[src/core/irq_map_pkg.sv]
// Interrupt input numbering shared by the expansion interrupt map and its helpers.
package irq_map_pkg;
	localparam int IRQ_COUNT = 131;
	localparam int SERIAL_PORTS = 6;
	localparam int SERIAL_LOW_PORTS = 5;
	localparam int DMA_CHANNELS = 3;
	localparam int GPIO3_COMB_WIDTH = 16;
	localparam int GPIO0_PIN_WIDTH = 16;
	localparam int GPIO1_PIN_WIDTH = 16;
	localparam int GPIO2_PIN_WIDTH = 4;
	localparam int GPIO3_PIN_WIDTH = 1;

	localparam int WDOG_RESET_IDX = 0;
	localparam int WDOG_IRQ_IDX = 1;
	localparam int SEC_MEM_IDX = 9;
	localparam int SEC_PERIPH_IDX = 10;
	localparam int SEC_MASTER_IDX = 11;
	localparam int SEC_BRIDGE_IDX = 12;
	localparam int TIMESTAMP_IDX = 32;
	localparam int SERIAL_RX_BASE = 33;
	localparam int SERIAL_TX_BASE = 34;
	localparam int SERIAL_PAIR_STEP = 2;
	localparam int SERIAL_COMB_BASE = 43;
	localparam int OVERFLOW_IDX = 48;
	localparam int ETH_IDX = 49;
	localparam int AUDIO_IDX = 50;
	localparam int TOUCH_IDX = 51;
	localparam int USB_IDX = 52;
	localparam int ADC_SPI_IDX = 53;
	localparam int SHIELD0_SPI_IDX = 54;
	localparam int SHIELD1_SPI_IDX = 55;
	localparam int NPU_IDX = 56;
	localparam int DMA_BASE = 60;
	localparam int DMA_STEP = 3;
	localparam int DMA_ERR_OFS = 0;
	localparam int DMA_TC_OFS = 1;
	localparam int DMA_COMB_OFS = 2;
	localparam int GPIO0_COMB_IDX = 69;
	localparam int GPIO1_COMB_IDX = 70;
	localparam int GPIO2_COMB_IDX = 71;
	localparam int GPIO3_COMB_BASE = 72;
	localparam int GPIO0_PIN_BASE = 88;
	localparam int GPIO1_PIN_BASE = 104;
	localparam int GPIO2_PIN_BASE = 120;
	localparam int GPIO3_PIN_BASE = 124;
	localparam int SERIAL5_RX_IDX = 125;
	localparam int SERIAL5_TX_IDX = 126;
	localparam int SERIAL5_COMB_IDX = 127;
	localparam int SERIAL5_PORT = 5;

	localparam logic [IRQ_COUNT-1:0] IRQ_RESET_VALUE = '0;
endpackage

[src/core/irq_source_or.sv]
// Reduction OR that merges a group of interrupt sources into one line.
`timescale 1ns/1ps
module irq_source_or #(
	parameter int WIDTH = 12
) (
	input wire logic [WIDTH-1:0] srcIrq, // Sources to merge, active high.
	output logic mergedIrq // High while any source is high.
);
	always_comb begin
		mergedIrq = |srcIrq;
	end
endmodule

[src/core/expansion_irq_map.sv]
// Expansion interrupt map: gathers peripheral interrupts onto the processor input vector.
// Contract
// Watchdog reset request drives input 0, watchdog interrupt drives input 1.
// Secure memory, peripheral, master and bridge interrupts drive inputs 9 to 12.
// System timestamp counter interrupt drives input 32.
// Serial ports 0-4: receive to 33+2n, transmit to 34+2n.
// Serial ports 0-4 combined interrupts drive inputs 43 to 47 in order.
// Serial port 5 receive, transmit, combined drive inputs 125, 126, 127.
// Each serial transmit, receive, combined line has its own unmerged input.
// All twelve serial overrun lines are ORed onto one overflow input.
// DMA channels 1-3 give error, terminal count, combined from input 60 to 68.
// GPIO 0-2 combined drive 69 to 71; GPIO 3 combined fills 72 to 87.
// GPIO pins: port 0 to 88-103, 1 to 104-119, 2 to 120-123, 3 to 124.
// Ethernet 49, audio 50, touch 51, USB 52, SPIs 53-55, accelerator 56.
// Every reserved input, including 57-59 and 128-130, stays permanently inactive.
`timescale 1ns/1ps
module expansion_irq_map #(
	parameter int PORTS = irq_map_pkg::SERIAL_PORTS,
	parameter int DMAS = irq_map_pkg::DMA_CHANNELS
) (
	input wire logic clk, // System clock, 100 MHz.
	input wire logic nrst, // Synchronous reset, active low.
	input wire logic ce, // Clock enable; all state holds while low, except that a reset with nrst low still clears it.
	input wire logic wdogResetReq, // Non-secure watchdog reset request.
	input wire logic wdogIrq, // Non-secure watchdog interrupt.
	input wire logic secMemIrq, // Secure memory protection combined.
	input wire logic secPeriphIrq, // Secure peripheral protection combined.
	input wire logic secMasterIrq, // Secure master security combined.
	input wire logic secBridgeIrq, // Secure bridge error combined.
	input wire logic timestampIrq, // System timestamp counter interrupt.
	input wire logic [PORTS-1:0] rx_irq, // Serial receive interrupts.
	input wire logic [PORTS-1:0] tx_irq, // Serial transmit interrupts.
	input wire logic [PORTS-1:0] serial_combined_irq, // Serial combined interrupts.
	input wire logic [PORTS-1:0] tx_overrun_irq, // Serial transmit overrun.
	input wire logic [PORTS-1:0] rx_overrun_irq, // Serial receive overrun.
	input wire logic ethIrq, // Ethernet.
	input wire logic audioIrq, // Audio serial.
	input wire logic touchIrq, // Touch screen.
	input wire logic usbIrq, // USB.
	input wire logic adcSpiIrq, // Converter SPI.
	input wire logic [1:0] shieldSpiIrq, // Shield SPI ports 0 and 1.
	input wire logic npuIrq, // Neural accelerator.
	input wire logic [DMAS-1:0] dmaErrIrq, // DMA channel error, bit 0 is channel 1.
	input wire logic [DMAS-1:0] dmaTcIrq, // DMA channel terminal count.
	input wire logic [DMAS-1:0] dmaCombIrq, // DMA channel combined.
	input wire logic [2:0] gpioCombIrq, // GPIO ports 0 to 2 combined.
	input wire logic [irq_map_pkg::GPIO3_COMB_WIDTH-1:0] gpio3CombIrq, // GPIO port 3 combined.
	input wire logic [irq_map_pkg::GPIO0_PIN_WIDTH-1:0] gpio0PinIrq, // GPIO port 0 pins.
	input wire logic [irq_map_pkg::GPIO1_PIN_WIDTH-1:0] gpio1PinIrq, // GPIO port 1 pins.
	input wire logic [irq_map_pkg::GPIO2_PIN_WIDTH-1:0] gpio2PinIrq, // GPIO port 2 pins.
	input wire logic [irq_map_pkg::GPIO3_PIN_WIDTH-1:0] gpio3PinIrq, // GPIO port 3 pins.
	output logic [irq_map_pkg::IRQ_COUNT-1:0] irqVec_reg // Processor interrupt inputs.
);
	logic [irq_map_pkg::IRQ_COUNT-1:0] irqVec_next;
	logic overflowAny;

	// All overrun sources share one line; software must poll the ports to find the culprit.
	irq_source_or #(
		.WIDTH(2*PORTS)
	) overflowMerge (
		.srcIrq({tx_overrun_irq, rx_overrun_irq}),
		.mergedIrq(overflowAny)
	);

	// Inputs come from logic on this clock, so no synchroniser; one register stage
	// keeps the vector glitch free at the processor boundary at a cost of one cycle.
	always_comb begin
		irqVec_next = irq_map_pkg::IRQ_RESET_VALUE;
		irqVec_next[irq_map_pkg::WDOG_RESET_IDX] = wdogResetReq;
		irqVec_next[irq_map_pkg::WDOG_IRQ_IDX] = wdogIrq;
		irqVec_next[irq_map_pkg::SEC_MEM_IDX] = secMemIrq;
		irqVec_next[irq_map_pkg::SEC_PERIPH_IDX] = secPeriphIrq;
		irqVec_next[irq_map_pkg::SEC_MASTER_IDX] = secMasterIrq;
		irqVec_next[irq_map_pkg::SEC_BRIDGE_IDX] = secBridgeIrq;
		irqVec_next[irq_map_pkg::TIMESTAMP_IDX] = timestampIrq;
		for (int n = 0; n < irq_map_pkg::SERIAL_LOW_PORTS; n++) begin
			irqVec_next[irq_map_pkg::SERIAL_RX_BASE + irq_map_pkg::SERIAL_PAIR_STEP*n] =
				rx_irq[n];
			irqVec_next[irq_map_pkg::SERIAL_TX_BASE + irq_map_pkg::SERIAL_PAIR_STEP*n] =
				tx_irq[n];
			irqVec_next[irq_map_pkg::SERIAL_COMB_BASE + n] = serial_combined_irq[n];
		end
		irqVec_next[irq_map_pkg::SERIAL5_RX_IDX] = rx_irq[irq_map_pkg::SERIAL5_PORT];
		irqVec_next[irq_map_pkg::SERIAL5_TX_IDX] = tx_irq[irq_map_pkg::SERIAL5_PORT];
		irqVec_next[irq_map_pkg::SERIAL5_COMB_IDX] =
			serial_combined_irq[irq_map_pkg::SERIAL5_PORT];
		irqVec_next[irq_map_pkg::OVERFLOW_IDX] = overflowAny;
		irqVec_next[irq_map_pkg::ETH_IDX] = ethIrq;
		irqVec_next[irq_map_pkg::AUDIO_IDX] = audioIrq;
		irqVec_next[irq_map_pkg::TOUCH_IDX] = touchIrq;
		irqVec_next[irq_map_pkg::USB_IDX] = usbIrq;
		irqVec_next[irq_map_pkg::ADC_SPI_IDX] = adcSpiIrq;
		irqVec_next[irq_map_pkg::SHIELD0_SPI_IDX] = shieldSpiIrq[0];
		irqVec_next[irq_map_pkg::SHIELD1_SPI_IDX] = shieldSpiIrq[1];
		irqVec_next[irq_map_pkg::NPU_IDX] = npuIrq;
		for (int c = 0; c < DMAS; c++) begin
			irqVec_next[irq_map_pkg::DMA_BASE + irq_map_pkg::DMA_STEP*c +
				irq_map_pkg::DMA_ERR_OFS] = dmaErrIrq[c];
			irqVec_next[irq_map_pkg::DMA_BASE + irq_map_pkg::DMA_STEP*c +
				irq_map_pkg::DMA_TC_OFS] = dmaTcIrq[c];
			irqVec_next[irq_map_pkg::DMA_BASE + irq_map_pkg::DMA_STEP*c +
				irq_map_pkg::DMA_COMB_OFS] = dmaCombIrq[c];
		end
		irqVec_next[irq_map_pkg::GPIO0_COMB_IDX] = gpioCombIrq[0];
		irqVec_next[irq_map_pkg::GPIO1_COMB_IDX] = gpioCombIrq[1];
		irqVec_next[irq_map_pkg::GPIO2_COMB_IDX] = gpioCombIrq[2];
		irqVec_next[irq_map_pkg::GPIO3_COMB_BASE +: irq_map_pkg::GPIO3_COMB_WIDTH] =
			gpio3CombIrq;
		irqVec_next[irq_map_pkg::GPIO0_PIN_BASE +: irq_map_pkg::GPIO0_PIN_WIDTH] =
			gpio0PinIrq;
		irqVec_next[irq_map_pkg::GPIO1_PIN_BASE +: irq_map_pkg::GPIO1_PIN_WIDTH] =
			gpio1PinIrq;
		irqVec_next[irq_map_pkg::GPIO2_PIN_BASE +: irq_map_pkg::GPIO2_PIN_WIDTH] =
			gpio2PinIrq;
		irqVec_next[irq_map_pkg::GPIO3_PIN_BASE +: irq_map_pkg::GPIO3_PIN_WIDTH] =
			gpio3PinIrq;
	end

	always_ff @(posedge clk) begin
		if (!nrst) begin
			irqVec_reg <= irq_map_pkg::IRQ_RESET_VALUE;
		end else if (ce) begin
			irqVec_reg <= irqVec_next;
		end
	end
endmodule

[config.mk]
export PLATFORM = sky130hd
export DESIGN_NAME = expansion_irq_map
export DESIGN_NICKNAME = d
export VERILOG_FILES = /design/src/core/irq_map_pkg.sv /design/src/core/irq_source_or.sv /design/src/core/expansion_irq_map.sv
export SDC_FILE = /design/constraint.sdc
export NUM_CORES = 1
export LEC_CHECK = 0
export ABC_AREA = 1
export BUFFER_PORTS_ARGS = -buffer_cell sky130_fd_sc_hd__buf_2
export CAP_MARGIN = 20
export CORE_MARGIN = 2
export CORE_UTILIZATION = 45
export DETAILED_ROUTE_END_ITERATION = 8
export PLACE_DENSITY = 0.85
export SETUP_SLACK_MARGIN = 0.1
export SYNTH_ARGS = -nofsm -noshare
export SYNTH_HDL_FRONTEND = slang
export SYNTH_SLANG_ARGS = --single-unit
[constraint.sdc]
create_clock -name clk -period 1.54 [get_ports clk]
set_input_delay 0 -clock clk [delete_from_list [all_inputs] [get_ports clk]]
set_output_delay 0 -clock clk [all_outputs]
set_load 0.02 [all_outputs]
Yosys cells after proc, flatten, opt, wreduce, memory -nomap -nowiden --
Index checks and enable logic that the tools add are counted.
Storage, ports and cells: memory bits (writable) 0, logic and storage cells 2, output and inout bits 131, memories kept 0, flip-flop bits (word level) 99, memory bits (read-only) 0, input bits 113, bits in latches 0
Operators by class: $lt $le $gt $ge 0, mux-type cells 0, reductions and logical operators 1, div/mod/pow operators 0, eq/ne operators 0, multiply operators 0, $add $sub $neg 0, bitwise operators 0, shift-type cells 0
Operator list (number):
- $reduce_or A12 Y1 | 1

Depth between registers and ports, before layout --
Gate-level depths: netlist of run 1.
depth in word-level cells 1, gate-level depth with buffers 7, depth with buffers taken out 4

By module --
Synthesis of run 1 repeated with hierarchy kept, for this count alone.
Second synthesis, totals: cell total of the unflattened synthesis 671, area, all modules 4351.7 µm²
By module, submodules not included:
- expansion_irq_map | cells each 660, sequential area each 1981.9 µm², area an instance 4307.9 µm², times used 1
- irq_source_or | cells each 11, sequential area each 0.0 µm², area an instance 43.8 µm², times used 1

Worst setup path before layout of run 1 --
OpenSTA, ideal clock, no wires.
path kind input -> register, from input port ce, to register irqVec_reg[117] (netlist bit), path buffers 4, setup time 0.116 ns, cell stages on the path 7, slack 0.795 ns, arrival 0.629 ns, required time 1.424 ns, path through buf_6 > buf_6 > inv_8 > buf_6 > buf_6 > nor2_1 > nor2_1
RTL lines:
- from (decl) | line expansion_irq_map.sv:23 | input wire logic ce,
- to (signal assigned) | line expansion_irq_map.sv:121 | irqVec_reg <= irq_map_pkg::IRQ_RESET_VALUE;
- to (signal assigned) | line expansion_irq_map.sv:123 | irqVec_reg <= irqVec_next;
- to (decl) | line expansion_irq_map.sv:52 | output logic [irq_map_pkg::IRQ_COUNT-1:0] irqVec_reg

Final worst setup path of run 1 --
from input port rx_overrun_irq[5], to register irqVec_reg[48] (netlist bit)
Between the ends: word-level cells in the longest chain between the ends 1
Ends and longest elaborated chain:
- from (decl) | line expansion_irq_map.sv:35 | input wire logic [PORTS-1:0] rx_overrun_irq,
- $reduce_or A12 Y1 | line irq_source_or.sv:10 | mergedIrq = |srcIrq;
No other way between the ends. A chain may end at the register's enable or synchronous reset.

==> run metrics, run 1 <==
status=finished clean; Post-synth ARST share=0%; fin crit share=84.7%; Die X=94.4 um; CTS tree=done; crit path buf inv count=3; gpl congestion=0.769; setup TNS=0 ns; commonest cells in the netlist=nor2_1 (204), dfxtp_1 (99), o21ai_0 (98); # clock sinks=99; post-synthesis adder-cell area fraction=0%; first-pass GRT wire length=19700 um; Worst VDD drop=between 0.0007 and 0.0008 V; Slew Viols, Final=0; combinational share of power=21.2%; Root Driver=clkbuf_8; ys flop type=dfxtp_1; vias per inst=roughly 4.9; max reg flops=99; synth top area cells=dfxtp_1 (54%), nor2_1 (21%), o21ai_0 (13%); share of post-route cells with drive strength above 1=29.6%; CP required=~1.8 ns; crit path max fanout=1; core area=just under 8000 um2; delay-heaviest family, CP=buffers and inverters; Post-synth EDFFs=0; vias in the first global route=roughly 4400; Max clock buf depth=2; Area Overhead vs Synth=59.7%; final wirelength=12800 um; Yosys cell types=12; Internal=4.00 mW; Synth area leader=dfxtp_1; area share of the largest cell type after synthesis=53.9%; DRC viols=0; Final Util=75.2%; startpoint class of the critical path=input port; I/O Pins=244; net switching power=1.67 mW; Final HPWL DP=6970 um; RSZ-0062 raised after global routing=false; Compound-Gate Fraction of Synth Area=13.6%; die area=8910 um2; MaxCap Viol Count=0; GRT overflow=0; number of synthesized register bits=99; CP max-delay cell=dlygate4sd3_1; CP Capture Type=flip-flop; total number of yosys warnings=0; normalized max-slew margin=between 60% and 70%; final setup fails=0; Post-Syn Instances=472; # rows=32; Setup CP Type=input port to flip-flop; post-synthesis cell area=roughly 3700 um2; largest family of logic cells by synthesized area=simple AND/OR/NAND/NOR gates; clk_lat worst skew=between 0.3 and 0.4 ns; Worst Tran Pin Value=0.528 ns; min Tclk post-route=1.30 ns; post-synthesis sequential area ratio=53.9%; post-CTS setup repair buffer count=0; largest net degree at the start of global routing=100; Starting Density=47.1%; Synth Area in Simple Gates=21.1%; Reg power frac=49.9%; Num CTS Buffers=9; Worst-path clk slew=0.08 ns; total number of vias=between 4000 and 5000; clock share of power=28.9%; most frequent cell after synthesis=nor2_1; achievable frequency=0.767 GHz; # nets final=885; Sw Ratio=29.4%; worst hold-check path type=input port to flip-flop; DRT iter0 DRCs=241; TritonRoute pass-1 iters=4; Worst path max stage delay=0.56 ns; PwrDens=slightly below 1000 nW/um2; Worst Clk Skew=0 ns; Post-Synth XOR/XNOR Area=0%; critical-path cell list=dlygate4sd3_1 -> buf_2 -> nor2_1 -> dlygate4sd3_1 -> nand2_1 -> nor2_1 -> a21oi_1; CTS H-tree depth=3; mux contribution to synthesized area=0%; DRT antenna net count=0; Die Ht=94.4 um; synthesized area per cell=7.79 um2; port bufs=roughly 210; WP data arrival=1.54 ns; leakage=2.98 nW; Final Hold Viols=0; Tot GR Track Use=28.0%; antenna violations before repair=0; Wirelength per Cell=14.6 um
-- power groups by stage --
stage | Combinational (mW) | Clock (mW) | Sequential [mW]
final | 1.20 | 1.64 | 2.83
after global routing | 1.29 | 1.75 | 2.85
after CTS | 1.16 | 1.67 | 2.82
after detailed placement | 0.947 | 0 | 2.88
after global placement | 0.923 | 0 | 2.87
after floorplan | 0.418 | 0 | 3.09
-- worst reg2reg max path: stages, from the launching register on --
cell and delay, ns:
dfxtp_1 0.33, o21ai_0 0.25, nor2_1 0.07
-- final timing paths --
path | endpoint | startpoint | depth (start not counted) | slack (ns)
hold / removal | irqVec_reg[48]$_SDFFE_PN0P_ | tx_overrun_irq[3] | 5 | 0.02
setup / recovery | irqVec_reg[48]$_SDFFE_PN0P_ | rx_overrun_irq[5] | 7 | 0.24
setup reg to reg | irqVec_reg[75]$_SDFFE_PN0P_ | irqVec_reg[75]$_SDFFE_PN0P_ | 2 | 0.78
hold reg to reg | irqVec_reg[32]$_SDFFE_PN0P_ | irqVec_reg[32]$_SDFFE_PN0P_ | 2 | 0.50
-- routing by layer --
layer,track usage (%),up-vias,part of all wire (%)
met2,50.9,260,51
met1,28.5,1950,36
met5,0,-,0
li1,-,2029,-
met4,17.0,0,4.0
met3,7.58,49,8.9
-- per-stage QoR --
stage          hold slack, ns  power [mW]  std cells  worst slack [ns]  instance area (um2)
2_1_floorplan           0.135        3.51        503             0.795                 3790
3_3_place_gp            0.220        3.80        756             0.604                 4600
3_5_place_dp            0.228        3.83        756             0.535                 4600
4_1_cts              0.000733        5.65        879             0.291                 5870
5_1_grt                0.0179        5.89        879             0.205                 5870
6_report               0.0155        5.67        880             0.236                 5870
-- cell type report --
type	count	area [um2]
clock buffers	11	131
multi-input cells	339	1400
flip-flops and latches	99	1980
repair buffers	322	2160
clock inverters	5	63.8
well taps	102	128
fillers	501	1930
diodes	1	2.50
inverters	1	11.3
-- kinds of logic (layout without fill, tap and decap cells) --
group | Yosys count | in the layout
AOI/OAI and AO/OA | 100 | 100
other | 1 | 33
and+or+nand+nor | 207 | 207
buffers and inverters | 65 | 339
DFF | 99 | 99
-- cell usage in the layout (no fill, tap or decap) --
master,n
a21oi_1,1
buf_2,211
buf_4,4
bufinv_16,1
clkbuf_1,2
clkbuf_8,9
clkinv_4,3
clkinvlp_4,1
conb_1,32
dfxtp_1,99
diode_2,1
dlygate4sd3_1,107
inv_8,1
nand2_1,3
nor2_1,204
o21ai_0,98
o21ai_1,1
-- what timing repair did --
| action | CTS | global route |
|---|---|---|
| hold buffers | 107 | 0 |
| gates resized for setup | 0 | 0 |
| hold endpoints to repair | 99 | 0 |
No activity file was read; power rests on OpenSTA's default activity.
==> run 2, diff against run 1 <==
--- a/config.mk
+++ b/config.mk
@@ -8,10 +8,11 @@
 export ABC_AREA = 1
 export BUFFER_PORTS_ARGS = -buffer_cell sky130_fd_sc_hd__buf_2
 export CAP_MARGIN = 20
+export CORE_ASPECT_RATIO = 1.5
 export CORE_MARGIN = 2
-export CORE_UTILIZATION = 45
+export CORE_UTILIZATION = 42
 export DETAILED_ROUTE_END_ITERATION = 8
-export PLACE_DENSITY = 0.85
+export PLACE_DENSITY = 0.8
 export SETUP_SLACK_MARGIN = 0.1
 export SYNTH_ARGS = -nofsm -noshare
 export SYNTH_HDL_FRONTEND = slang
==> constraint.sdc (replaced) <==
create_clock -name clk -period 1.32 [get_ports clk]
set_input_delay 0 -clock clk [delete_from_list [all_inputs] [get_ports clk]]
set_output_delay 0 -clock clk [all_outputs]
set_load 0.02 [all_outputs]
==> run 2 against run 1 <==
Compared with the run above:
- total power increased by 31%
- first-iteration DRC count fell by 11%
- critical path type is now flip-flop to primary output
- setup slack gained 0.20 ns
- non-clock buffer count shrank 7
- core utilization decreased by 4.9 points
- die area up 7.0%
- via count is 0.63% lower
- largest cell class unchanged
- critical path depth shrank 6
- clock skew is the same
- register-to-register slack got worse by 0.17 ns
- flip-flop and latch count unchanged
- combinational power rose by 16%
==> run metrics, run 2 (synthesis gave the netlist of run 1 again) <==
status=finished clean; fin cells=876; clk_lat worst skew=between 0.3 and 0.4 ns; achievable frequency=1.13 GHz; Setup CP Type=flip-flop to primary output; core area=8460 um2; I/O Pins=244; Starting Density=about 43%; MaxCap Viol Count=0; Slew Viols, Final=0; CP max-delay cell=dfxtp_1; startpoint class of the critical path=flip-flop; Num CTS Buffers=9; most frequent cells in the layout=buf_2 (211), nor2_1 (204), dlygate4sd3_1 (99), dfxtp_1 (99), o21ai_0 (98); setup TNS=0 ns; first-pass GRT wire length=19300 um; delay-heaviest family, CP=flip-flops; crit path buf inv count=1; CTS H-tree depth=3; Placed Area=4640 um2; final setup fails=0; Worst-path clk slew=0.07 ns; # clock sinks=between 90 and 100; port bufs=211; max reg flops=99; fin crit share=67.1%; Max clock buf depth=2; crit path max fanout=2; leakage=~3.0 nW; Inst Count DP=around 760; Final Util=approximately 70%; DRT iter0 DRCs=about 210; min setup slack post-route=0.435 ns; # nets final=878; RSZ-0062 raised after global routing=false; # rows=41; DRC viols=0; Worst VDD drop=about 0.00087 V; Worst Clk Skew=0 ns; largest net degree at the start of global routing=100; Die Ht=about 120 um; CP required=1.32 ns; share of post-route cells with drive strength above 1=30.2%; Tot GR Track Use=25.9%; CTS tree=done; Die X=between 80 and 90 um; Wirelength per Cell=roughly 14 um; die area=9540 um2; antenna violations before repair=0; TritonRoute pass-1 iters=5; Worst path max stage delay=0.37 ns; GRT overflow=0; hold slack=0.0143 ns; gpl congestion=0.752; PwrDens=1250 nW/um2; WP data arrival=0.89 ns; CP Capture Type=primary output; antenna fix cells=0; Final HPWL DP=~6700 um; Root Driver=clkbuf_16; total number of vias=roughly 4300; critical-path cell list=buf_2; DRT antenna net count=0; Final Hold Viols=0; Area Overhead vs Synth=61.8%; final wirelength=between 10000 and 15000 um; min Tclk post-route=0.885 ns; Power Total=7.45 mW; leading cell type in the layout, fill and taps excluded=buf_2; vias per inst=~5; fin area=5950 um2; vias in the first global route=around 4200; worst hold-check path type=input port to flip-flop; pre-CTS setup slack=0.395 ns
==> run 2: cell count changes in the layout (fill, tap and decap cells not counted) <==
cell	before	now
buf_4	4	3
clkinv_4	3	0
clkbuf_16	0	9
clkinv_2	0	2
clkbuf_1	2	0
clkbuf_8	9	1
bufinv_16	1	2
dlygate4sd3_1	107	99
diode_2	1	0
buf_12	0	2
==> run 2: final cells by class <==
cell class	count	area, um2
multi-input combinational	339	1400
timing repair buffer	315	2110
tap	107	134
clock inverter	5	77.6
sequential	99	1980
clock buffer	10	239
inverter	1	11.3
fill	581	2510
==> run 2: path summary, 6_finish.rpt <==
check / start / endpoint / slack (ns) / cells past startpoint
worst max-delay path: irqVec_reg[114]$_SDFFE_PN0P_ / irqVec_reg[114] / 0.43 / 1
worst min-delay path: rx_overrun_irq[4] / irqVec_reg[48]$_SDFFE_PN0P_ / 0.01 / 5
worst max register to register: irqVec_reg[83]$_SDFFE_PN0P_ / irqVec_reg[83]$_SDFFE_PN0P_ / 0.61 / 2
worst min register to register: irqVec_reg[1]$_SDFFE_PN0P_ / irqVec_reg[1]$_SDFFE_PN0P_ / 0.50 / 2
==> run 2: metal layers <==
| metal | global-route usage [%] | share of wire, % | vias up |
|---|---|---|---|
| li1 | - | - | 2017 |
| met1 | 25.0 | 35 | 1928 |
| met2 | 48.4 | 53 | 264 |
| met3 | 5.50 | 7.0 | 52 |
| met4 | 15.0 | 4.5 | 0 |
| met5 | 0 | 0 | - |
==> run 2: power by group <==
part           internal (mW)  total (mW)  switching, mW
Clock                   1.69        2.76           1.06
Combinational          0.577        1.39          0.808
Sequential              3.20        3.30          0.107
==> run 2: what timing repair did <==
item                                    CTS  global route
hold buffers                             99             0
endpoints found under the setup margin    0             0
setup buffers                             0             0
gates resized for setup                   0             0
endpoints found under the hold margin    99             0
